### src/logic/mdc_pkg.sv
// mdc_pkg: constants, types and decoders of the
// multiply/divide co-processor.
// assumes one 20 MHz system clock and the core's sfr bus.
`default_nettype none
package mdc_pkg;
  // sfr byte addresses
  localparam logic [7:0] ADDR_BYTE0 = 8'he9;
  localparam logic [7:0] ADDR_BYTE1 = 8'hea;
  localparam logic [7:0] ADDR_BYTE2 = 8'heb;
  localparam logic [7:0] ADDR_BYTE3 = 8'hec;
  localparam logic [7:0] ADDR_BYTE4 = 8'hed;
  localparam logic [7:0] ADDR_BYTE5 = 8'hee;
  localparam logic [7:0] ADDR_ARC = 8'hef;
  // control/status field positions
  localparam int ARC_ERR_BIT = 7;
  localparam int ARC_OV_BIT = 6;
  localparam int ARC_DIR_BIT = 5;
  localparam int ARC_SC_MSB = 4;
  // reset values
  localparam logic [7:0] ARC_RESET = 8'h00;
  localparam logic [7:0] BYTE_RESET = 8'h00;
  // execution cycles
  localparam logic [5:0] CYC_DIV32 = 6'h11;
  localparam logic [5:0] CYC_DIV16 = 6'h09;
  localparam logic [5:0] CYC_MUL = 6'h0b;
  localparam logic [5:0] CYC_SHIFT_BASE = 6'h02;
  localparam logic [5:0] CYC_NORM_BASE = 6'h03;
  // product limit before overflow
  localparam logic [31:0] MUL_LIMIT = 32'h0000ffff;

  // operation chosen by the write order
  typedef enum logic [2:0] {
    OP_NONE, OP_DIV32, OP_DIV16, OP_MUL, OP_SHIFT, OP_NORM
  } mdc_op_t;

  // pending result of a launched calculation
  typedef struct packed {
    logic [47:0] data;
    logic ov;
    logic [4:0] sc;
  } mdc_res_t;

  // true when the address is one of the six byte registers
  function automatic logic is_byte(input logic [7:0] a);
    return (a >= ADDR_BYTE0) && (a <= ADDR_BYTE5);
  endfunction

  // index 0..5 of a byte register address
  function automatic logic [2:0] byte_idx(input logic [7:0] a);
    logic [7:0] d;
    d = a - ADDR_BYTE0;
    return d[2:0];
  endfunction
endpackage
`default_nettype wire

### src/logic/mdc_coproc.sv
// mdc_coproc: unsigned multiply/divide/shift co-processor
// on the core's special function register bus.
// assumes strobes and address come from logic on clk_i.
//
// Contract
// - all arithmetic is unsigned
// - six bytes hold operands, overwritten by results
// - runs alone, core never stalled
// - seven registers: six bytes plus control
// - bit 7 flags restarted or interrupted operation
// - bit 6 flags arithmetic overflow
// - zero count normalizes, returns shift count
// - nonzero count shifts by that amount
// - write order alone picks the operation
// - byte 0 write opens every sequence
// - byte 5 or control write launches
// - byte 2/3 written selects 32/16 divide
// - byte 4 last: divide, byte 1: multiply
// - bit 5 sets direction, zeros fill
// - fixed execution cycles for divide and multiply, shift and normalize cycles by shift count
// - byte access or control write while busy sets error; control read clears
// - overflow on zero divisor, big product, normalized
`timescale 1ns/100ps
`default_nettype none
module mdc_coproc (
  // clock and reset
  input wire logic clk_i,
  input wire logic rst_i,
  // sfr bus from the core
  input wire logic [7:0] sfr_addr_i,
  input wire logic sfr_wr_i,
  input wire logic sfr_rd_i,
  input wire logic [7:0] sfr_wdata_i,
  // read data, one cycle after the read strobe
  output logic [7:0] sfr_rdata_o,
  // calculation running
  output logic busy_o
);

  // load sequence tracker
  typedef enum logic {SQ_IDLE, SQ_LOAD} mdc_seq_t;
  mdc_seq_t seq_reg;
  logic seen1_reg; // byte 1 written
  logic seen23_reg; // byte 2 or 3 written
  logic seen4_reg; // byte 4 written
  logic [2:0] last_reg; // last byte index written
  // register file
  logic [7:0] md_reg [6];
  logic err_reg;
  logic ov_reg;
  logic dir_reg; // 1 shifts right
  logic [4:0] sc_reg;
  // execution state
  logic [5:0] cnt_reg;
  mdc_pkg::mdc_op_t op_reg;
  mdc_pkg::mdc_res_t res_reg;
  logic armed_reg; // error mechanism enabled
  // bus decode
  logic wr_byte;
  logic wr_arc;
  logic wr_any;
  logic rd_byte;
  logic rd_arc;
  logic [2:0] idx;
  logic done;
  assign idx = mdc_pkg::byte_idx(sfr_addr_i);
  // six bytes and one control register
  assign wr_byte = sfr_wr_i && mdc_pkg::is_byte(sfr_addr_i);
  assign wr_arc = sfr_wr_i && (sfr_addr_i == mdc_pkg::ADDR_ARC);
  assign wr_any = wr_byte || wr_arc;
  assign rd_byte = sfr_rd_i && mdc_pkg::is_byte(sfr_addr_i);
  assign rd_arc = sfr_rd_i && (sfr_addr_i == mdc_pkg::ADDR_ARC);
  // a write during execution aborts, so no result then
  assign done = busy_o && (cnt_reg == 6'h00) && !wr_any;
  // operation decode from the write order
  mdc_pkg::mdc_op_t launch_op;
  always_comb begin
    launch_op = mdc_pkg::OP_NONE;
    // no opcode register, only the order counts
    if (seq_reg == SQ_LOAD) begin
      if (wr_byte && idx == 3'h5) begin
        // byte 5 write launches divide or multiply
        if (seen23_reg && seen1_reg && seen4_reg && last_reg == 3'h4) begin
          launch_op = mdc_pkg::OP_DIV32;
        end else if (!seen23_reg && seen1_reg && seen4_reg) begin
          // last of byte 4 or byte 1 decides
          if (last_reg == 3'h4) begin
            launch_op = mdc_pkg::OP_DIV16;
          end else if (last_reg == 3'h1) begin
            launch_op = mdc_pkg::OP_MUL;
          end
        end
      end else if (wr_arc) begin
        // control write launches shift or normalize
        if (seen1_reg && seen23_reg && !seen4_reg && last_reg == 3'h3) begin
          if (sfr_wdata_i[mdc_pkg::ARC_SC_MSB:0] == 5'h00) begin
            launch_op = mdc_pkg::OP_NORM;
          end else begin
            launch_op = mdc_pkg::OP_SHIFT;
          end
        end
      end
      // any other order leaves launch_op at none
    end
  end
  // sequence tracker: byte 0 opens, launch or mismatch closes
  always_ff @(posedge clk_i or posedge rst_i) begin
    if (rst_i) begin
      seq_reg <= SQ_IDLE;
      seen1_reg <= 1'b0;
      seen23_reg <= 1'b0;
      seen4_reg <= 1'b0;
      last_reg <= 3'h0;
    end else if (wr_byte && idx == 3'h0) begin
      // byte 0 always starts a new load sequence
      seq_reg <= SQ_LOAD;
      seen1_reg <= 1'b0;
      seen23_reg <= 1'b0;
      seen4_reg <= 1'b0;
      last_reg <= 3'h0;
    end else if ((wr_byte && idx == 3'h5) || wr_arc) begin
      // closing write, launched or not
      seq_reg <= SQ_IDLE;
    end else if (wr_byte && seq_reg == SQ_LOAD) begin
      last_reg <= idx;
      if (idx == 3'h1) begin
        seen1_reg <= 1'b1;
      end
      if (idx == 3'h2 || idx == 3'h3) begin
        seen23_reg <= 1'b1;
      end
      if (idx == 3'h4) begin
        seen4_reg <= 1'b1;
      end
    end
  end
  // operand views, byte 5 taken from the bus on its launch
  logic [31:0] num32;
  logic [15:0] den16;
  logic [15:0] num16;
  logic [15:0] mul_b;
  always_comb begin
    num32 = {md_reg[3], md_reg[2], md_reg[1], md_reg[0]};
    num16 = {md_reg[1], md_reg[0]};
    den16 = {sfr_wdata_i, md_reg[4]};
    mul_b = {sfr_wdata_i, md_reg[4]};
  end
  // leading zero count for normalize
  function automatic logic [4:0] lead_zeros(input logic [31:0] v);
    logic [4:0] n;
    n = 5'h1f; // all-zero input shifts the full range
    for (int i = 0; i < 32; i++) begin
      if (v[i]) begin
        n = 5'(31 - i);
      end
    end
    return n;
  endfunction
  // result and cycle count of the operation being launched
  mdc_pkg::mdc_res_t calc;
  logic [5:0] cyc;
  logic [31:0] prod;
  logic [4:0] nz;
  logic [4:0] amt;
  always_comb begin
    // plain unsigned operators, no signed mode
    calc = '0;
    cyc = 6'h00;
    prod = 32'(num16) * 32'(mul_b);
    nz = lead_zeros(num32);
    amt = sfr_wdata_i[mdc_pkg::ARC_SC_MSB:0];
    calc.sc = sc_reg;
    unique case (launch_op)
      mdc_pkg::OP_DIV32: begin
        cyc = mdc_pkg::CYC_DIV32;
        if (den16 == 16'h0000) begin
          calc.ov = 1'b1;
          calc.data = {num32[15:0], 32'hffffffff};
        end else begin
          calc.data = {16'(num32 % 32'(den16)), num32 / 32'(den16)};
        end
      end
      mdc_pkg::OP_DIV16: begin
        cyc = mdc_pkg::CYC_DIV16;
        if (den16 == 16'h0000) begin
          calc.ov = 1'b1;
          calc.data = {num16, md_reg[3], md_reg[2], 16'hffff};
        end else begin
          calc.data = {num16 % den16, md_reg[3], md_reg[2], num16 / den16};
        end
      end
      mdc_pkg::OP_MUL: begin
        cyc = mdc_pkg::CYC_MUL;
        calc.ov = prod > mdc_pkg::MUL_LIMIT;
        calc.data = {sfr_wdata_i, md_reg[4], prod};
      end
      mdc_pkg::OP_SHIFT: begin
        // two positions a cycle, so a count of 31 still ends in 18
        cyc = mdc_pkg::CYC_SHIFT_BASE + ((6'(amt) + 6'h01) >> 1);
        calc.sc = amt;
        if (sfr_wdata_i[mdc_pkg::ARC_DIR_BIT]) begin
          calc.data = {md_reg[5], md_reg[4], num32 >> amt};
        end else begin
          calc.data = {md_reg[5], md_reg[4], num32 << amt};
        end
      end
      mdc_pkg::OP_NORM: begin
        // top bit already set counts as overflow
        calc.ov = num32[31];
        calc.sc = num32[31] ? 5'h00 : nz;
        cyc = mdc_pkg::CYC_NORM_BASE + ((6'(calc.sc) + 6'h01) >> 1);
        calc.data = {md_reg[5], md_reg[4], num32 << calc.sc};
      end
      default: begin
        calc.data = {md_reg[5], md_reg[4], num32};
      end
    endcase
  end
  // execution timer; the core is never held meanwhile
  always_ff @(posedge clk_i or posedge rst_i) begin
    if (rst_i) begin
      busy_o <= 1'b0;
      cnt_reg <= 6'h00;
      op_reg <= mdc_pkg::OP_NONE;
      res_reg <= '0;
    end else if (launch_op != mdc_pkg::OP_NONE) begin
      // launch and let the core go on
      busy_o <= 1'b1;
      cnt_reg <= cyc - 6'h01;
      op_reg <= launch_op;
      res_reg <= calc;
    end else if (busy_o && wr_any) begin
      // interrupted: result dropped, flagged as error
      busy_o <= 1'b0;
    end else if (done) begin
      busy_o <= 1'b0;
    end else if (busy_o) begin
      cnt_reg <= cnt_reg - 6'h01;
    end
  end
  // byte registers: bus writes, results on completion
  genvar g;
  generate
    for (g = 0; g < 6; g++) begin : g_byte
      always_ff @(posedge clk_i or posedge rst_i) begin
        if (rst_i) begin
          md_reg[g] <= mdc_pkg::BYTE_RESET;
        end else if (wr_byte && idx == 3'(g)) begin
          md_reg[g] <= sfr_wdata_i; // operands in
        end else if (done) begin
          md_reg[g] <= res_reg.data[8*g +: 8];
        end
      end
    end
  endgenerate
  // direction and count: software writes, normalize returns count
  always_ff @(posedge clk_i or posedge rst_i) begin
    if (rst_i) begin
      dir_reg <= mdc_pkg::ARC_RESET[mdc_pkg::ARC_DIR_BIT];
      sc_reg <= mdc_pkg::ARC_RESET[mdc_pkg::ARC_SC_MSB:0];
    end else if (wr_arc) begin
      dir_reg <= sfr_wdata_i[mdc_pkg::ARC_DIR_BIT];
      sc_reg <= sfr_wdata_i[mdc_pkg::ARC_SC_MSB:0];
    end else if (done && op_reg == mdc_pkg::OP_NORM) begin
      sc_reg <= res_reg.sc;
    end
  end
  // overflow: hardware only, set or cleared by each completed operation
  always_ff @(posedge clk_i or posedge rst_i) begin
    if (rst_i) begin
      ov_reg <= mdc_pkg::ARC_RESET[mdc_pkg::ARC_OV_BIT];
    end else if (done) begin
      ov_reg <= res_reg.ov;
    end
  end
  // error mechanism: opened by byte 0, closed by final read
  logic final_rd;
  assign final_rd = rd_byte && !busy_o &&
    (idx == ((op_reg == mdc_pkg::OP_DIV32 || op_reg == mdc_pkg::OP_DIV16) ? 3'h5 : 3'h3));
  always_ff @(posedge clk_i or posedge rst_i) begin
    if (rst_i) begin
      armed_reg <= 1'b0;
    end else if (wr_byte && idx == 3'h0) begin
      armed_reg <= 1'b1;
    end else if (final_rd) begin
      armed_reg <= 1'b0; // last read ends the operation
    end
  end

  // error flag; a set in the clearing cycle wins
  logic err_set;
  assign err_set = busy_o && (wr_any || (rd_byte && armed_reg));
  always_ff @(posedge clk_i or posedge rst_i) begin
    if (rst_i) begin
      err_reg <= mdc_pkg::ARC_RESET[mdc_pkg::ARC_ERR_BIT];
    end else if (err_set) begin
      err_reg <= 1'b1;
    end else if (rd_arc) begin
      err_reg <= 1'b0;
    end
  end

  // read mux, registered; unmapped addresses read zero
  always_ff @(posedge clk_i or posedge rst_i) begin
    if (rst_i) begin
      sfr_rdata_o <= 8'h00;
    end else if (rd_arc) begin
      sfr_rdata_o <= {err_reg, ov_reg, dir_reg, sc_reg};
    end else if (rd_byte) begin
      // a read while busy shows the operand, not the result
      sfr_rdata_o <= md_reg[idx];
    end else if (sfr_rd_i) begin
      sfr_rdata_o <= 8'h00;
    end
  end
endmodule
`default_nettype wire

### config.mk
export PLATFORM = sky130hd
export DESIGN_NAME = mdc_coproc
export DESIGN_NICKNAME = d
export VERILOG_FILES = /design/src/logic/mdc_pkg.sv /design/src/logic/mdc_coproc.sv
export SDC_FILE = /design/constraint.sdc
export NUM_CORES = 2
export LEC_CHECK = 0
export ABC_AREA = 1
export BUFFER_PORTS_ARGS = -buffer_cell sky130_fd_sc_hd__buf_2
export CORE_ASPECT_RATIO = 1.4
export CORE_UTILIZATION = 40
export CTS_CLUSTER_DIAMETER = 50
export CTS_CLUSTER_SIZE = 8
export DETAILED_ROUTE_END_ITERATION = 16
export GPL_TIMING_DRIVEN = 0
export SYNTH_ARGS = -nofsm -noshare
export SYNTH_HDL_FRONTEND = slang
export SYNTH_SLANG_ARGS = --single-unit
### constraint.sdc
create_clock -name clk_i -period 75.3 [get_ports clk_i]
set_input_delay 18.825 -clock clk_i [delete_from_list [all_inputs] [get_ports clk_i]]
set_output_delay 18.825 -clock clk_i [all_outputs]
set_load 0.1 [all_outputs]
# After elaboration in Yosys (flattened, before gate mapping)
# Cells that the tools add are included.
[classes]
add_sub_neg = 7
order_cmp = 4
bitwise = 1
n_eq_ne = 21
reduce_logical = 64
muxes = 97
div_mod_pow = 4
n_shift = 3
multipliers = 1
[op_table]
columns = ["operator", "n"]
rows = [
  ["48-bit one-hot mux with 5 select lines", 1],
  ["5-bit two-way mux", 32],
  ["8-bit two-way mux", 17],
  ["48-bit two-way mux", 2],
  ["32-bit by 5-bit left shift with 32-bit output", 2],
  ["32-bit by 16-bit divider with 32-bit output", 1],
  ["32-bit by 16-bit > comparator with 1-bit output (second input constant)", 1],
  ["32-bit by 16-bit modulo with 32-bit output", 1],
  ["16-bit by 16-bit multiplier with 32-bit output", 1],
  ["32-bit two-way mux", 1],
  ["32-bit by 5-bit right shift with 32-bit output", 1],
  ["6-bit one-hot mux with 5 select lines", 1],
  ["2-bit nonzero test", 15],
  ["1-bit logical AND", 27],
  ["8-bit binary-select mux with 3-bit select", 1],
  ["1-bit two-way mux", 24],
  ["3-bit two-way mux", 8],
  ["6-bit two-way mux", 4],
  ["3-bit by 2-bit equality test with 1-bit output (second input constant)", 6],
  ["3-bit equality test (second input constant)", 6],
  ["16-bit by 16-bit divider with 16-bit output", 1],
  ["16-bit logical NOT", 1],
  ["16-bit by 16-bit modulo with 16-bit output", 1],
  ["2-bit by 5-bit adder with 6-bit output (first input constant)", 2],
  ["24 further kinds", 45],
]
[word_totals]
mem_bits_rw = 0
output_inout_bits = 9
mem_count = 0
rom_bits = 0
latchBits = 0
inputBits = 20
ff_bits = 136
word_cells = 225

# Depth between registers and ports, before layout
[logic_depth]
ltp_word = 36
mapped_depth = 663
ltp_nobuf = 617

# Least setup slack after synthesis
# OpenSTA, ideal clock, no wires.
[synth_timing]
kind = "input-to-reg"
from = "in sfr_wdata_i[0]"
to = "reg res_reg[47] in the netlist's numbering"
n_path_buf = 53
slack_ns = -26.577
setup_time_ns = 0.073
path_stages = 638
t_required_ns = 75.227
t_arrival_ns = 101.804
path_cell_list = "clkbuf_1 > clkinv_1 > clkbuf_1 > buf_1 > ha_1 > nand3_4 > nor2_4 > nand2_2 > inv_2 > nand3_1 > nand3_1 > nand2_1 > ha_1 > nand2_1 > inv_1 > o21ai_0 > nor2_1 > nand2_1 > [... 602 more ...] > nand3_1 > nand2_1 > nand3_1 > nand2_1 > a21oi_1 > o21bai_1 > nand2_1 > o311ai_0 > a21oi_1 > nand2_1 > nor2_1 > nand2_2 > nor2_4 > nand2_4 > buf_6 > nand3_1 > nand3_2 > a21oi_2"
[synth_via]
elab_chain_len = 8
word_cells_on_any_way = 18
classes_between = "div: 2; eq/ne: 5; mux: 8; reduce/logical: 3"
[synth_rtl]
columns = ["item", "line", "rtl"]
rows = [
  ["start, declared", "mdc_coproc.sv:33", "input wire logic [7:0] sfr_wdata_i,"],
  ["branches (longest 8 deep; another with 32-bit by 16-bit modulo with 32-bit output)", "n/a", ""],
  ["end signal, assigned", "mdc_coproc.sv:231", "res_reg <= calc;"],
  ["end, declared", "mdc_coproc.sv:56", "mdc_pkg::mdc_res_t res_reg;"],
]
# Several ways; the timed one is not identified.
# A chain may end at the register's enable or synchronous reset.

# Final worst setup path
[layout_timing]
from = "in sfr_wdata_i[1]"
to = "reg res_reg[38] in the netlist's numbering"
# The elaborated chain is that of the path after synthesis.

==> flow_metrics.tcl <==
set metrics [dict create \
    ioPinCount 29 \
    cts-root-buf "clkbuf_16" \
    ys_ff_latch 136 \
    h-tree-depth 4 \
    first_iter_violations 4437 \
    totalWireLength_um 250000 \
    finalSetupViolCount 22 \
    overflow 0 \
    synthTopCellsByArea "ha_1, nand2_1, inv_1, fa_1, o21ai_0" \
    worstPathMaxFanout 8 \
    clock.fmax_mhz 10.8 \
    cts_tree "yes" \
    cp_common_cell "nand2_2" \
    port_buffers 25 \
    drtAntennaViolNets 0 \
    synth_nets 9066 \
    crit_path_top_delay_cell "fa_2" \
    synth_cells 8203 \
    largest_reg_flops 54 \
    cp_data_arrival_time_ps 93120 \
    synth.area.mux_share 0.00374 \
    final.setup.worst_slack_ps -17480 \
    via_per_inst 5.70 \
    multi_input_area_um2 45800 \
    grt_pass1_vias 58106 \
    critical_path.max_stage_delay_ps 360 \
    hpwl_um 188000 \
    register_area_um2 3400 \
    fp.dieW_um 306 \
    synth-simple-area-share 0.300 \
    synth_top_family_by_area "simple AND/OR/NAND/NOR gates" \
    synth_area_leader_cell "ha_1" \
    synth-edff-count 0 \
    cap_violations 2 \
    drive_above_1_share 0.223 \
    area_growth_pct 26.6 \
    layout.nets 9835 \
    antenna_found_initial 8 \
    synthArstFlopShare 1.00 \
    final_hold_viol_count 0 \
    final-max-slew-violation-count 12 \
    yosys_warnings 0 \
    end_kind "register" \
    dp.cells 9890 \
    synthDistinctLibCells 94 \
    violations "capacitance limit, slew limit, setup timing" \
    reg2reg_depth 640 \
    finalCriticalPeriod_ps 92780 \
    synthFlopType "dfrtp_1" \
    hold_path_class "reg -> reg" \
    fillers 12741 \
    slew_headroom -0.0946 \
    routedWlPerCell_um 23.5 \
    final_cells 10637 \
    synth_compound_area_frac 0.200 \
    clk_pin_slew_ps 70 \
    numCtsBuffers 17 \
    cts_buffer_depth 2 \
    die_area_um2 130000 \
    hold_depth 2 \
    grt_max_degree 80 \
    rows 155 \
    status "finished with violations" \
    synth_top_area_share 0.157 \
    syn_avg_cell_area_um2 6.29 \
    fp.dieH_um 427 \
    yosysSeqAreaShare 0.0660 \
    core-area_um2 128000 \
    timing.reg2reg.setup_slack_ps -1070 \
    clk_latency_ps 470 \
    critPathKind "in -> reg" \
    grt_pass1_wl_um 355000 \
    clock_sinks 136 \
    ctsHoldBuffers 0 \
    synth_fa_ha_area_frac 0.233 \
    tightest_slew_ps 1600 \
    drc_errors 0 \
    finalClockSkew_ps 16.9 \
    track_usage 0.362 \
    first_pass_iters 8 \
    cp-start-kind "input port" \
    rsz0062_at_grt "yes" \
    synth_xor_area_frac 0.0735 \
    start_util 0.404 \
    cp.required_ps 75630 \
    place.gp.congestion 1.06 \
    timing.final.crit_share 1.23 \
    syn_area_um2 51600 \
    vias 60654 \
]
==> synthesized netlist by cell type, types with 72 or more instances <==
master	instances
nand4_1	119
a21oi_1	512
dfrtp_1	136
nand2_1	1932
xor2_1	253
nand3_2	76
xnor2_1	180
nor2_1	488
nor3_1	76
ha_1	647
inv_1	1158
inv_2	77
o21ai_0	697
o21bai_1	73
clkbuf_1	212
or2_2	72
fa_1	196
nand3_1	374
==> worst paths after layout <==
path	startpoint	end
min in group asynchronous	rst_i	sfr_rdata_o[5]
worst max register to register	den16[0]	res_reg[38]
worst max-delay path	sfr_wdata_i[1]	res_reg[38]
worst min-delay path	cnt_reg[1]	cnt_reg[1]
max in group asynchronous	rst_i	res_reg[22]
worst min register to register	cnt_reg[1]	cnt_reg[1]
==> what timing repair did <==
item | in CTS | in global routing
setup endpoints to repair | 25 | 24
gates cloned | 6 | 24
buffers inserted | 372 | 316
pin swaps | 241 | 484
resized for setup | 189 | 568
==> layer usage <==
metal,track usage,vias up,share of wire,wire (µm)
met3,0.0447,880,0.057,14400
li1,-,28563,-,-
met1,0.381,29024,0.36,89600
met5,0,-,0.00017,43
met2,0.651,2181,0.49,122000
met4,0.293,6,0.097,24300
==> cell families after synthesis <==
logic type,count (synthesis)
buffers and inverters,1604
AO/OA/AOI/OAI,1776
AND/OR/NAND/NOR,3392
multiplexers,19
adder cells (fa/ha/maj),843
flip-flops,136
XOR/XNOR,433
==> through the flow <==
stage                     setup TNS (ps)  setup slack [ps]  hold slack (ps)  area, µm²  utilization
after floorplan                  -313860            -16300              442      53200            -
after global placement           -611570            -29630              470      55400        0.434
after detailed placement         -640640            -30860              471      55700        0.436
after CTS                        -363410            -18650              487      60100        0.471
after global routing             -432760            -21830              507      65300        0.512
final                            -337670            -17480              488      65300        0.512
==> cell type report <==
cell class | count | share of cell area
Multi-Input combinational cell | 6463 | 0.701
Clock inverter | 12 | 0.00180
Sequential cell | 136 | 0.0521
Tap cell | 1648 | 0.0316
Buffer | 322 | 0.0343
Clock buffer | 20 | 0.00684
Inverter | 1279 | 0.0767
Antenna cell | 4 | 0.000153
Timing Repair Buffer | 752 | 0.0957
Timing Repair inverter | 1 | 0.0000766
==> cells in the final DEF, fill, tap and decap left out, types with 47 or more instances in the layout <==
cell and instances:
o21ai_2 67, xor2_1 252, buf_2 47, inv_2 122
nor3_1 68, nand3_1 329, o211ai_1 63, nand2_2 174
buf_4 693, nor2_1 462, o21ai_0 593, nand2_4 68
o21bai_1 57, nand4_1 119, ha_1 573, nor2_4 55
clkbuf_1 167, or2_2 68, o21ai_1 72, a21oi_1 394
ha_4 71, nand2_1 1772, inv_1 1090, a21oi_2 116
nand3_2 103, dfrtp_1 136, a21o_1 57, xnor2_1 180
fa_1 195
==> critical path: cells and delay by family <==
kind	cells	cell delay, ps
AO/OA/AOI/OAI	182	25390
AND/OR/NAND/NOR	236	21810
buffers and inverters	189	18450
adder cells (fa/ha/maj)	31	8280
XOR/XNOR	1	110
Power is left out: the tool's default activity adds up to more than one toggle a clock period on the data nets, which glitch-free logic cannot reach.
